==> config.mk <==
export PLATFORM = sky130hd
export DESIGN_NAME = dcce_engine
export DESIGN_NICKNAME = d
export VERILOG_FILES = /design/src/hw/dcce_pkg.sv /design/src/hw/dcce_crc8.sv /design/src/hw/dcce_down_path.sv /design/src/hw/dcce_engine.sv
export SDC_FILE = /design/constraint.sdc
export NUM_CORES = 1
export LEC_CHECK = 0
export BUFFER_PORTS_ARGS = -buffer_cell sky130_fd_sc_hd__buf_2
export CAP_MARGIN = 0
export CORE_ASPECT_RATIO = 0.5
export CORE_MARGIN = 4
export CORE_UTILIZATION = 55
export CTS_BUF_LIST = sky130_fd_sc_hd__clkbuf_16
export DETAILED_ROUTE_END_ITERATION = 8
export PLACE_DENSITY = 0.83
export SLEW_MARGIN = 0
export SYNTH_ARGS = -nofsm -noshare
export SYNTH_HDL_FRONTEND = slang
export SYNTH_HIERARCHICAL = 1
export SYNTH_SLANG_ARGS = --single-unit
==> constraint.sdc <==
create_clock -name clk -period 11.1 [get_ports clk]
set_clock_uncertainty 0.05 [all_clocks]
set_input_delay 0.555 -clock clk [delete_from_list [all_inputs] [get_ports clk]]
set_output_delay 0.555 -clock clk [all_outputs]
set_load 0.02 [all_outputs]
==> src/hw/dcce_pkg.sv <==
/*
 * Shared constants and types for the daisy-chain command engine.
 * Assumes byte-level framing (preamble, stop, Manchester decode) is done
 * outside; the engine sees one byte per rx_valid pulse.
 */
// Function
// - Address byte returned to host equals last device address plus one.
// - Valid assignment clears unlock bit; locked device ignores assignment.
// - Assignment packet is 57h, 00h, address byte; store it, send plus one.
// - Broadcast write stores 16-bit value; invalid register address is ignored.
// - Write commits on matching PEC byte, or at packet end without PEC.
// - PEC mismatch skips the write yet forwards the packet with only the alive byte changed.
// - Write PEC covers command, register address, data low, data high.
// - Write PEC mismatch sets the PEC alert; unicast only in target.
// - Broadcast write is 02h, address, data, PEC, alive; passed through.
// - Unicast write command carries target address above 0b100.
// - Broadcast read returns every word; nearest device arrives last.
// - Read PEC mismatch sets alert in data-check byte and status; on a presence poll the code sets only the status bit.
// - Manchester error during read switches to pure pass-through.
// - Device sends address, own word, received words, check, PEC, alive.
// - Data-check position follows from first address and own address.
// - Unicast read: target replaces fill with its word, bumps alive.
// - Unicast read command carries target address above 0b101.
// - Presence poll reads address register as 32 devices from zero.
// - No loopback before loopback bit set, so first assignment not returned.
// - Device ORs its own alert status into the data-check byte.
// - Broadcast commands increment alive byte, wrapping; excluded from PEC.
// - Down-stack path forwards everything, assignment byte included, unmodified.
// - Unicast commands for another address are merely passed along.
package dcce_pkg;

    // ************************************************
    // command encoding
    // ************************************************
    localparam logic [7:0] CMD_ASSIGN = 8'h57;
    localparam logic [7:0] CMD_BWR = 8'h02;
    localparam logic [7:0] CMD_BRD = 8'h03;
    localparam logic [7:0] CMD_POLL = 8'h01;
    localparam logic [2:0] UWR_LOW = 3'h4;
    localparam logic [2:0] URD_LOW = 3'h5;

    // ************************************************
    // byte positions inside a frame (0 = command)
    // ************************************************
    localparam logic [7:0] POS_ADDR = 8'h02;
    localparam logic [7:0] POS_LSB = 8'h02;
    localparam logic [7:0] POS_MSB = 8'h03;
    localparam logic [7:0] POS_WPEC = 8'h04;
    localparam logic [7:0] POS_WALIVE = 8'h05;
    localparam logic [7:0] POS_RD_INS = 8'h02;
    localparam logic [7:0] POS_RD_DC0 = 8'h04;
    localparam logic [7:0] POS_POLL_DC = 8'h41;
    localparam logic [7:0] POS_NONE = 8'hFF;
    localparam int DC_PEC_BIT = 7;

    // ************************************************
    // reset values and checksum
    // ************************************************
    localparam logic UNLOCK_RST = 1'b1;
    localparam logic [7:0] ADDR_REG_IDX = 8'h00;
    localparam logic [7:0] CRC_POLY = 8'h07;
    localparam logic [7:0] CRC_INIT = 8'h00;

    // ************************************************
    // types
    // ************************************************
    typedef enum logic [2:0] {
        K_NONE, K_ASSIGN, K_BWR, K_UWR, K_BRD, K_URD, K_POLL
    } dcce_kind_type;

    typedef struct packed {
        logic in_frame;
        logic [7:0] pos;
        dcce_kind_type kind;
        logic pass;
        logic shift;
        logic pec_bad;
        logic tx_acc;
        logic [7:0] ins_pos;
        logic [7:0] dc_pos;
        logic [7:0] rpec_pos;
        logic [7:0] regb;
        logic [15:0] data;
        logic [7:0] dly0;
        logic [7:0] dly1;
        logic [7:0] rx_crc;
        logic [7:0] tx_crc;
        logic [4:0] dev_addr;
        logic unlock;
        logic pec_alert;
        logic wr;
        logic tx_sof;
        logic tx_eof;
        logic tx_valid;
        logic tx_err;
        logic [7:0] tx_byte;
    } dcce_state_type;

endpackage

==> src/hw/dcce_crc8.sv <==
/*
 * One byte step of the packet checksum, MSB first, no reflection.
 * Purely combinational; the caller holds the running value.
 */
`timescale 1ns/1ns
module dcce_crc8
    import dcce_pkg::*;
(
    // running value and new byte
    input wire logic [7:0] crc_i,
    input wire logic [7:0] byte_i,
    // updated value
    output logic [7:0] crc_o
);
    always_comb begin
        logic [7:0] c;
        c = crc_i ^ byte_i;
        for (int i = 0; i < 8; i++) begin
            c = c[7] ? ((c << 1) ^ CRC_POLY) : (c << 1);
        end
        crc_o = c;
    end
endmodule

==> src/hw/dcce_down_path.sv <==
/*
 * Down-stack return path: one register stage, bytes never altered.
 * With loopback selected the up-stack output is turned back instead.
 */
`timescale 1ns/1ns
module dcce_down_path
    import dcce_pkg::*;
(
    // clock and synchronised reset
    input wire logic clk,
    input wire logic rs_n,
    // loopback select (top device only)
    input wire logic loopback_en,
    // up-stack output of this device
    input wire logic up_sof,
    input wire logic up_valid,
    input wire logic [7:0] up_byte,
    input wire logic up_eof,
    // from the device above
    input wire logic dn_rx_sof,
    input wire logic dn_rx_valid,
    input wire logic [7:0] dn_rx_byte,
    input wire logic dn_rx_eof,
    // toward the host
    output logic dn_tx_sof,
    output logic dn_tx_valid,
    output logic [7:0] dn_tx_byte,
    output logic dn_tx_eof
);
    typedef struct packed {
        logic sof;
        logic valid;
        logic [7:0] byte_v;
        logic eof;
    } dcce_dn_type;

    dcce_dn_type s, n;

    // until the loopback bit is set nothing turns back here
    always_comb begin
        n = loopback_en ? {up_sof, up_valid, up_byte, up_eof}
                        : {dn_rx_sof, dn_rx_valid, dn_rx_byte, dn_rx_eof};
    end // byte forwarded as received

    always_ff @(posedge clk or negedge rs_n) begin
        if (!rs_n) begin
            s <= '0;
        end else begin
            s <= n;
        end
    end

    assign dn_tx_sof = s.sof;
    assign dn_tx_valid = s.valid;
    assign dn_tx_byte = s.byte_v;
    assign dn_tx_eof = s.eof;
endmodule

==> src/hw/dcce_engine.sv <==
/*
 * Command engine of one chain device: decodes frames from the lower
 * receiver, updates address and registers, rewrites read streams and
 * drives the upper transmitter one cycle later, byte for byte.
 * Assumes rx_sof, rx_valid and rx_eof never share a cycle and that the
 * register map answers reg_rd_data and reg_addr_ok combinationally.
 */
`timescale 1ns/1ns
module dcce_engine
    import dcce_pkg::*;
(
    // clock and reset
    input wire logic clk,
    input wire logic rst_n,
    // lower receiver byte stream
    input wire logic rx_sof,
    input wire logic rx_valid,
    input wire logic [7:0] rx_byte,
    input wire logic rx_eof,
    input wire logic rx_code_err,
    // upper transmitter byte stream
    output logic tx_sof,
    output logic tx_valid,
    output logic [7:0] tx_byte,
    output logic tx_eof,
    output logic tx_code_err,
    // down-stack path
    input wire logic loopback_en,
    input wire logic dn_rx_sof,
    input wire logic dn_rx_valid,
    input wire logic [7:0] dn_rx_byte,
    input wire logic dn_rx_eof,
    output logic dn_tx_sof,
    output logic dn_tx_valid,
    output logic [7:0] dn_tx_byte,
    output logic dn_tx_eof,
    // configuration and status
    input wire logic [4:0] first_address_field,
    input wire logic no_pec_setting,
    input wire logic alive_byte_enable,
    input wire logic address_unlock_set,
    input wire logic pec_alert_clr,
    input wire logic [7:0] alert_status,
    output logic [4:0] device_address_field,
    output logic address_unlock_bit,
    output logic pec_alert_bit,
    // register map port
    output logic [7:0] reg_addr,
    output logic [15:0] reg_wr_data,
    output logic reg_wr_en,
    input wire logic [15:0] reg_rd_data,
    input wire logic reg_addr_ok
);
    // ************************************************
    // reset release
    // ************************************************
    logic [1:0] rst_sync_r;
    logic rs_n;

    always_ff @(posedge clk or negedge rst_n) begin
        if (!rst_n) begin
            rst_sync_r <= 2'b00;
        end else begin
            rst_sync_r <= {rst_sync_r[0], 1'b1};
        end
    end
    assign rs_n = rst_sync_r[1];

    // ************************************************
    // state and checksum steps
    // ************************************************
    dcce_state_type s, n;
    logic [7:0] crc_rx_o;
    logic [7:0] crc_tx_o;

    dcce_crc8 u_crc_rx (
        .crc_i(s.rx_crc),
        .byte_i(rx_byte),
        .crc_o(crc_rx_o)
    );

    // runs one byte behind on what was actually sent
    dcce_crc8 u_crc_tx (
        .crc_i(s.tx_crc),
        .byte_i(s.tx_byte),
        .crc_o(crc_tx_o)
    );

    logic s_rd, s_wr, s_chk;
    assign s_rd = s.kind inside {K_BRD, K_URD, K_POLL};
    assign s_wr = s.kind inside {K_BWR, K_UWR};
    assign s_chk = s_rd || s_wr;

    // ************************************************
    // next state
    // ************************************************
    always_comb begin
        logic [7:0] p;
        logic [7:0] b;
        logic [7:0] src;
        logic [7:0] out;
        logic pass_now;
        logic bad;
        p = s.pos;
        b = rx_byte;
        src = b;
        out = b;
        pass_now = s.pass || rx_code_err;
        bad = 1'b0;
        n = s;
        n.tx_sof = rx_sof;
        n.tx_eof = rx_eof;
        n.tx_valid = 1'b0;
        n.tx_err = rx_code_err;
        n.wr = 1'b0;
        if (pec_alert_clr) begin
            n.pec_alert = 1'b0;
        end
        if (rx_sof) begin
            n.in_frame = 1'b1;
            n.pos = 8'h00;
            n.kind = K_NONE;
            n.pass = 1'b0;
            n.shift = 1'b0;
            n.pec_bad = 1'b0;
            n.tx_acc = 1'b0;
            n.ins_pos = POS_NONE;
            n.dc_pos = POS_NONE;
            n.rpec_pos = POS_NONE;
            n.rx_crc = CRC_INIT;
            n.tx_crc = CRC_INIT;
        end
        // a coding error ends all rewriting for this frame except the assignment address byte
        if (rx_code_err) begin
            n.pass = 1'b1;
        end
        if (rx_valid && s.in_frame) begin
            n.dly0 = b;
            n.dly1 = s.dly0;
            if (s.tx_acc) begin
                n.tx_crc = crc_tx_o;
            end
            if (p < s.rpec_pos) begin
                n.rx_crc = crc_rx_o;
            end
            if (p == 8'h00) begin
                if (b == CMD_ASSIGN && s.unlock) begin
                    n.kind = K_ASSIGN; // unlocked: take the assignment
                end else if (b == CMD_BWR) begin
                    n.kind = K_BWR;
                    n.rpec_pos = POS_WPEC;
                end else if (b == CMD_BRD) begin
                    n.kind = K_BRD;
                    n.ins_pos = POS_RD_INS;
                    n.dc_pos = 8'({2'b00, 5'(s.dev_addr
                        - first_address_field), 1'b0}) + POS_RD_DC0;
                    n.rpec_pos = 8'(n.dc_pos - 8'h01);
                end else if (b == CMD_POLL) begin
                    n.kind = K_POLL;
                    n.regb = ADDR_REG_IDX;
                    n.ins_pos = 8'({2'b00, s.dev_addr, 1'b0}) + 8'h01;
                    n.dc_pos = POS_POLL_DC;
                    n.rpec_pos = POS_POLL_DC + 8'h01;
                end else if (b[7:3] == s.dev_addr && b[2:0] == UWR_LOW) begin
                    n.kind = K_UWR;
                    n.rpec_pos = POS_WPEC;
                end else if (b[7:3] == s.dev_addr && b[2:0] == URD_LOW) begin
                    n.kind = K_URD;
                    n.ins_pos = POS_RD_INS;
                    n.dc_pos = POS_RD_DC0;
                    n.rpec_pos = POS_RD_DC0 - 8'h01;
                end else begin
                    n.kind = K_NONE; // other address: pass along
                end
            end else begin
                if (p == 8'h01 && s.kind != K_POLL) begin
                    n.regb = b;
                end
                if (s.kind == K_ASSIGN && p == POS_ADDR) begin
                    n.dev_addr = b[4:0];
                    n.unlock = 1'b0;
                    out = {3'b000, 5'(b[4:0] + 5'h01)};
                end
                // checksum compare; a write with no-PEC set skips it
                if (p == s.rpec_pos && s_chk
                        && !(s_wr && no_pec_setting)) begin
                    bad = (b != s.rx_crc);
                    n.pec_bad = bad;
                    if (bad) begin
                        n.pec_alert = 1'b1;
                    end
                end
                if (s_wr) begin
                    if (p == POS_LSB) begin
                        n.data[7:0] = b;
                    end
                    if (p == POS_MSB) begin
                        n.data[15:8] = b;
                    end
                    if (p == POS_WPEC && !no_pec_setting && !bad
                            && reg_addr_ok) begin
                        n.wr = 1'b1;
                    end
                    if (p == POS_WALIVE && alive_byte_enable && !pass_now) begin
                        out = 8'(b + 8'h01);
                    end
                end
                if (s_rd && !pass_now) begin
                    if (p == s.ins_pos) begin
                        if (reg_addr_ok) begin
                            n.data = reg_rd_data;
                            out = reg_rd_data[7:0];
                            n.shift = (s.kind != K_POLL);
                        end else begin
                            n.pass = 1'b1;
                        end
                    end else if (p == 8'(s.ins_pos + 8'h01)) begin
                        out = s.data[15:8];
                    end else begin
                        // received words trail own word by two bytes
                        src = s.shift ? s.dly1 : b;
                        out = src;
                        if (p == s.dc_pos) begin
                            out = src | alert_status;
                            out[DC_PEC_BIT] = src[DC_PEC_BIT]
                                | alert_status[DC_PEC_BIT]
                                | s.pec_bad;
                        end else if (p == 8'(s.dc_pos + 8'h01)) begin
                            out = crc_tx_o;
                        end else if (p == 8'(s.dc_pos + 8'h02)
                                && alive_byte_enable) begin
                            out = 8'(src + 8'h01);
                        end
                    end
                end
            end
            n.tx_acc = (n.kind inside {K_BRD, K_URD, K_POLL})
                && !pass_now && (p <= n.dc_pos);
            n.pos = (p == 8'hFF) ? p : 8'(p + 8'h01);
            n.tx_valid = 1'b1;
            n.tx_byte = out;
        end
        // the last two fill bytes stay in the delay line: one pair fewer
        if (rx_eof && s.in_frame) begin
            n.in_frame = 1'b0;
            if (s_wr && no_pec_setting && reg_addr_ok
                    && s.pos > POS_MSB) begin
                n.wr = 1'b1;
            end
        end
        if (address_unlock_set) begin
            n.unlock = 1'b1;
        end
    end

    always_ff @(posedge clk or negedge rs_n) begin
        if (!rs_n) begin
            s <= '0;
            s.unlock <= UNLOCK_RST;
        end else begin
            s <= n;
        end
    end

    // ************************************************
    // outputs
    // ************************************************
    assign tx_sof = s.tx_sof;
    assign tx_valid = s.tx_valid;
    assign tx_byte = s.tx_byte;
    assign tx_eof = s.tx_eof;
    assign tx_code_err = s.tx_err;
    assign device_address_field = s.dev_addr;
    assign address_unlock_bit = s.unlock;
    assign pec_alert_bit = s.pec_alert;
    assign reg_addr = s.regb;
    assign reg_wr_data = s.data;
    assign reg_wr_en = s.wr;

    dcce_down_path u_down (
        .clk(clk),
        .rs_n(rs_n),
        .loopback_en(loopback_en),
        .up_sof(s.tx_sof),
        .up_valid(s.tx_valid),
        .up_byte(s.tx_byte),
        .up_eof(s.tx_eof),
        .dn_rx_sof(dn_rx_sof),
        .dn_rx_valid(dn_rx_valid),
        .dn_rx_byte(dn_rx_byte),
        .dn_rx_eof(dn_rx_eof),
        .dn_tx_sof(dn_tx_sof),
        .dn_tx_valid(dn_tx_valid),
        .dn_tx_byte(dn_tx_byte),
        .dn_tx_eof(dn_tx_eof)
    );

    logic rxb;
    assign rxb = rx_valid && s.in_frame;
endmodule

==> impl_metrics.csv, run 1 <==
group,metric,value,unit
grt,antenna_found_initial,0,
yosys,synth.top_cell.area_share,0.356,
clock_tree,postCtsSetupRepairBufs,0,
yosys,synth.area.top_cells,"dfrtp_1, xnor2_1, nand2_1",
grt,grt_pass1_vias,7843,
clock_tree,cts_inserted_buffers,17,
placement,placed_cell_area,9350,um2
placement,gp_congestion,0.997,
yosys,synthCells,1027,
critical_path,critical_path_class,"register to register",
clock_tree,cts_root_buffer,"clkbuf_16",
layout,fillers,1347,
timing,report.final.hold_viol_count,0,
min_path,min_path_type,"input pin to register",
min_path,holdPathStages,1,
clock_tree,cts.clk_slew.worst_paths,60,ps
placement,hpwl,19.8,mm
pwr,design_power_total,1.97,mW
run,maxCapViolations,0,
pwr,intPower,1.16,mW
layout,drive_gt1_frac,0.183,
grt,gr-usage-all-layers,0.287,
critical_path,reg2reg_depth,14,
drt,drt_iter0_drc,1052,
drt,vias,8209,
timing,finalMaxSlewViolations,0,
pwr,switching_share,0.410,
timing,fmax,258,MHz
drt,drt_first_pass_iters,8,
timing,tightest_slew,1100,ps
yosys,synth-edff-count,0,
drt,drc_errors,0,
drt,totalWireLength,27.1,mm
pwr,power_density,199,nW/um2
drt,ant_nets,0,
floorplan,die_h,98.4,um
pwr,p_sw,807,uW
layout,nets,1171,
placement,io_buffers,114,
clock_tree,htree_levels,4,
yosys,netlist-cell-type-count,82,
grt,grt_max_degree,72,
pwr,vdd.ir_drop.worst,137,uV
floorplan,fp.dieW,189,um
drt,wl_per_cell,20.7,um
critical_path,worstPathArrival,4140,ps
clock_tree,cts_tree,"done",
yosys,netlist_top_cells_count,"nand2_1, dfrtp_1, nor2_1",
critical_path,worst-path-max-fanout,10,
timing,relSlewSlack,0.267,
timing,rsz0062_at_grt,"false",
timing,tns,0,ps
layout,final_area,9910,um2
yosys,ys_seq_area_frac,0.359,
clock_tree,worstSkewPairLatency,420,ps
yosys,synth_nets,1123,
grt,grt_pass1_wl,42.5,mm
yosys,yosys.area.top_type,"dfrtp_1",
critical_path,required,11350,ps
yosys,syn_avg_cell_area,8.76,um2
grt,grt-ovfl-total,0,
floorplan,ios,115,
layout,fin_cells,1309,
outcome,status,"finished, final reports clean",
clock_tree,clockBufferDepth,2,
yosys,synth_most_common_cell,"nand2_1",
layout,antenna_cells,0,
yosys,syn_area,8990,um2
floorplan,start_util,0.573,
layout,area_growth,10.2,%
yosys,ys.flop_type,"dfrtp_1",
floorplan,core_area,15700,um2
floorplan,rows,32,
yosys,ys_ff_latch,129,
pwr,share_comb_of_total_power,0.401,
floorplan,die_area,18600,um2
pwr,p_leak,4.47,nW
timing,post-route-min-period,3880,ps
drt,vias_per_cell,6.27,
clock_tree,cts.sinks,129,
yosys,yosys_warnings,6,
timing,fin_crit_sh,0.350,
placement,dp_cells,1276,
layout,multiInputGateArea,5100,um2
layout,seqCellArea,3230,um2
clock_tree,post_cts_resized,0,
pwr,p_seq_frac,0.326,
critical_path,end_kind,"register",
critical_path,startpoint_type,"register",
yosys,ys_async_sr_fraction,1.00,
pwr,p_clk_frac,0.272,
timing,setup_violations,0,
## critical path, stage by stage (launching register included)
cell      delay, ps
dfrtp_1         570
nor4_4          510
nand4b_2        370
or2_1           430
nor2_1          260
o32a_1          210
ha_1            240
nor2b_1         130
o21a_1          160
o21ai_0         160
nand2b_1         80
a21oi_1         130
o21ai_0          90
o31a_1          120
o41ai_1         260
## area by class of cell
cell class,count,area share
Multi-Input combinational cell,773,0.515
Sequential cell,129,0.326
Timing Repair Buffer,119,0.0616
Clock buffer,17,0.0429
Tap cell,221,0.0279
Inverter,35,0.0133
Clock inverter,15,0.0126
## metal layers
layer | wire [um] | GRT usage | up-vias | part of all wire
met2 | 11800 | 0.437 | 547 | 0.44
met4 | 729 | 0.0845 | 0 | 0.027
li1 | - | - | 3669 | -
met1 | 11500 | 0.409 | 3906 | 0.42
met3 | 3070 | 0.0722 | 87 | 0.11
met5 | 0 | 0 | - | 0
## metrics by stage
step	util	hold WS [ps]	setup slack [ps]
finish	0.631	225	7220
detailed placement	0.595	287	7110
global placement	0.595	288	7260
CTS	0.631	223	7300
global route	0.631	202	6960
floorplan	-	209	7190
## state kept, by name, indices dropped and copies added, names as in the netlist, 2 cells and up
register	flops
rst_sync_r	2
reg_addr	8
device_address_field	5
s	72
reg_wr_data	16
tx_byte	8
u_down/dn_tx_byte	8
## final timing paths
| kind | from | to | slack (ps) |
|---|---|---|---|
| worst max-delay path | s[110] | s[100] | 7220 |
| worst min-delay path | rx_eof | tx_eof | 230 |
| worst max register to register | s[110] | s[100] | 7220 |
| worst min register to register | rst_sync_r[0] | rst_sync_r[1] | 300 |
| max in group asynchronous | rst_sync_r[1] | tx_byte[7] | 9250 |
| min in group asynchronous | rst_sync_r[1] | s[97] | 360 |
## power groups by stage
| stage | Combinational (mW) | Sequential (mW) | Clock (mW) |
|---|---|---|---|
| 2_1_floorplan | 0.622 | 0.624 | 0 |
| 3_3_place_gp | 0.752 | 0.642 | 0 |
| 3_5_place_dp | 0.770 | 0.647 | 0 |
| 4_1_cts | 0.775 | 0.640 | 0.538 |
| 5_1_grt | 0.855 | 0.650 | 0.565 |
| 6_report | 0.789 | 0.642 | 0.536 |
## kinds of logic after synthesis
family          share of synthesized area
fa+ha+maj                          0.0509
xor+xnor                            0.111
buf+inv                            0.0733
flops                               0.359
mux                                0.0406
other cells                      0.000417
simple gates                        0.208
compound gates                      0.157
## cell usage in the layout (no fill, tap or decap), drive strengths merged, types with 11 or more instances in the layout
| cell type | count |
|---|---|
| o22ai | 25 |
| nand3 | 43 |
| inv | 43 |
| mux2 | 22 |
| a31oi | 11 |
| nand2b | 11 |
| nor4 | 13 |
| nor2 | 95 |
| dfrtp | 128 |
| a21oi | 36 |
| o21ai | 80 |
| nand2 | 138 |
| nor3 | 15 |
| xor2 | 34 |
| buf | 118 |
| ha | 35 |
| nand4 | 14 |
| clkbuf | 17 |
| xnor2 | 64 |
## timing repair
action                                  4_1_cts  5_1_grt
endpoints found under the hold margin         2        0
endpoints found under the setup margin        0        0
hold buffers                                  1        0
(Power assumes the default switching activity.)
==> run 2, diff against run 1 <==
- clock period: 11.1 -> 3.85 ns (I/O delays scaled with it)
==> run 2 against run 1 <==
  * Via count grew 2.0%
  * Critical path depth is 1 higher
  * Clock power rose to 3.3 times the previous value
  * Sequential share of layout area shrank 1.4 points
  * Routed wire length is 3.4% higher
  * Sequential power rose to 2.8 times the previous value
  * Register-to-register slack worse by 6800 ps
  * First-iteration DRC count is 4.8% higher
  * Clock-buffer cell count is the same
  * Design area up 4.4%
  * Combinational power rose to 3.0 times the previous value
  * Fmax increased by 13%
  * Critical endpoint unchanged
  * Largest cell class unchanged
  * Largest power group unchanged
  * Highest routed layer is now met5
==> impl_metrics.csv, run 2 (synthesis results as in run 1) <==
group,metric,value,unit
critical_path,required,4110,ps
clock_tree,cts_inserted_buffers,17,
layout,multiInputGateArea,5100,um2
timing,rsz0062_at_grt,"false",
grt,antenna_found_initial,0,
drt,vias,8371,
critical_path,max_stage_delay,520,ps
floorplan,die_h,98.4,um
placement,io_buffers,114,
timing,whs,16.2,ps
critical_path,worst-path-max-fanout,9,
grt,grt-ovfl-total,0,
timing,fin_crit_sh,0.892,
drt,met2WireLength,12.1,mm
timing,relSlewSlack,0.305,
floorplan,ios,115,
clock_tree,cts_tree,"done",
grt,grt_max_degree,65,
min_path,min_path_type,"input pin to asynchronous set/reset pin",
timing,tns,0,ps
layout,largest_reg_flops,72,
drt,dr.max_layer_used,"met5",
critical_path,rr_endpoint,"s[100]",
timing,setup_violations,0,
critical_path,reg2reg_depth,15,
clock_tree,cts.clk_slew.worst_paths,60,ps
layout,area_growth,15.0,%
clock_tree,post_cts_resized,0,
clock_tree,clockBufferDepth,2,
floorplan,start_util,0.573,
floorplan,rows,32,
run,maxCapViolations,0,
layout,utilization,0.659,
layout,final_cell_mix,"nand2_1, dfrtp_1, buf_2",
floorplan,die_area,18600,um2
critical_path,r2r_start,"s[107]",
grt,gr-usage-all-layers,0.300,
layout,antenna_cells,0,
layout,nets,1212,
pwr,vdd.ir_drop.worst,400,uV
drt,wl_per_cell,20.8,um
clock_tree,htree_levels,4,
clock_tree,postCtsSetupRepairBufs,0,
drt,totalWireLength,28.0,mm
clock_tree,cts.sinks,129,
critical_path,startpoint_type,"register",
layout,drive_gt1_frac,0.196,
pwr,p_leak,4.70,nW
drt,drc_errors,0,
grt,grt_pass1_wl,44.3,mm
outcome,status,"finished, final reports clean",
drt,drt_first_pass_iters,6,
layout,seqCellArea,3230,um2
clock_tree,worstSkewPairLatency,430,ps
drt,wl_met3,3.33,mm
drt,drt_iter0_drc,1102,
critical_path,worstPathCellList,"inv_1, ha_1, nand4b_2, or2_1, nor2_1, o32a_1, ha_1, nor2b_1, o21a_1, o21ai_0, nand2b_1, a21oi_1, o21ai_0, o31a_1, o41ai_1",
critical_path,cp_slowest_cell,"dfrtp_1",
pwr,power_density,574,nW/um2
timing,report.final.hold_viol_count,0,
drt,ant_nets,0,
layout,regMostFlops,"s",
critical_path,reg2reg_slack,410,ps
placement,gp_congestion,1.02,
timing,fmax,291,MHz
critical_path,end_kind,"register",
placement,hpwl,20.3,mm
layout,layout.cells.most_common,"nand2_1",
clock_tree,cts_root_buffer,"clkbuf_16",
drt,drt-met1-wl,11.8,mm
timing,post-route-min-period,3440,ps
drt,vias_per_cell,6.20,
floorplan,core_area,15700,um2
critical_path,critical_path_class,"register to register",
grt,grt_pass1_vias,8089,
timing,tightest_slew,1040,ps
timing,finalMaxSlewViolations,0,
floorplan,fp.dieW,189,um
critical_path,worstPathArrival,3700,ps
layout,fillers,1262,
[run 2: power breakdown]
| part | internal [mW] | switching [mW] | total (mW) | leakage (nW) |
|---|---|---|---|---|
| combinational | 0.967 | 1.40 | 2.36 | 2.83 |
| sequential | 1.58 | 0.247 | 1.82 | 1.58 |
| clock | 1.04 | 0.707 | 1.75 | 0.299 |
[run 2: worst max-delay path, delay by kind of cell (launching register included)]
family          cells  cell delay (ps)
compound gates      7             1120
fa+ha+maj           2              470
buf+inv             1              210
flops               1              520
simple gates        5              950
[run 2: layout make-up]
class,count,area share
flip-flops and latches,129,0.313
clock inverters,15,0.0189
clock buffers,17,0.0411
well taps,221,0.0267
multi-input cells,773,0.493
inverters,35,0.0127
repair buffers,160,0.0946
[run 2: worst max-delay path by stage]
stage	start	depth (start not counted)	end
finish	s[107]	15	s[100]
global placement	rx_byte[5]	16	s[100]
CTS	device_address_field[0]	15	s[100]
global route	s[107]	15	s[100]
detailed placement	rx_byte[5]	16	s[100]
floorplan	s[111]	15	s[100]
[run 2: per-layer routing]
layer | vias up | track usage
met5 | - | 0
met4 | 2 | 0.0845
met3 | 80 | 0.0725
met2 | 526 | 0.463
met1 | 4005 | 0.425
li1 | 3758 | -
[run 2: per-stage QoR]
step	worst slack [ps]	cell area (um2)	total power [mW]	instances
floorplan	525	8990	3.59	1027
global placement	445	9520	4.04	1298
detailed placement	337	9520	4.11	1298
CTS	488	10300	5.87	1350
global route	113	10300	6.23	1350
finish	414	10300	5.94	1350
[run 2: repair_timing]
item / in CTS / in global routing
endpoints found under the hold margin: 23 / 0
endpoints found under the setup margin: 0 / 0
hold buffers: 20 / 0
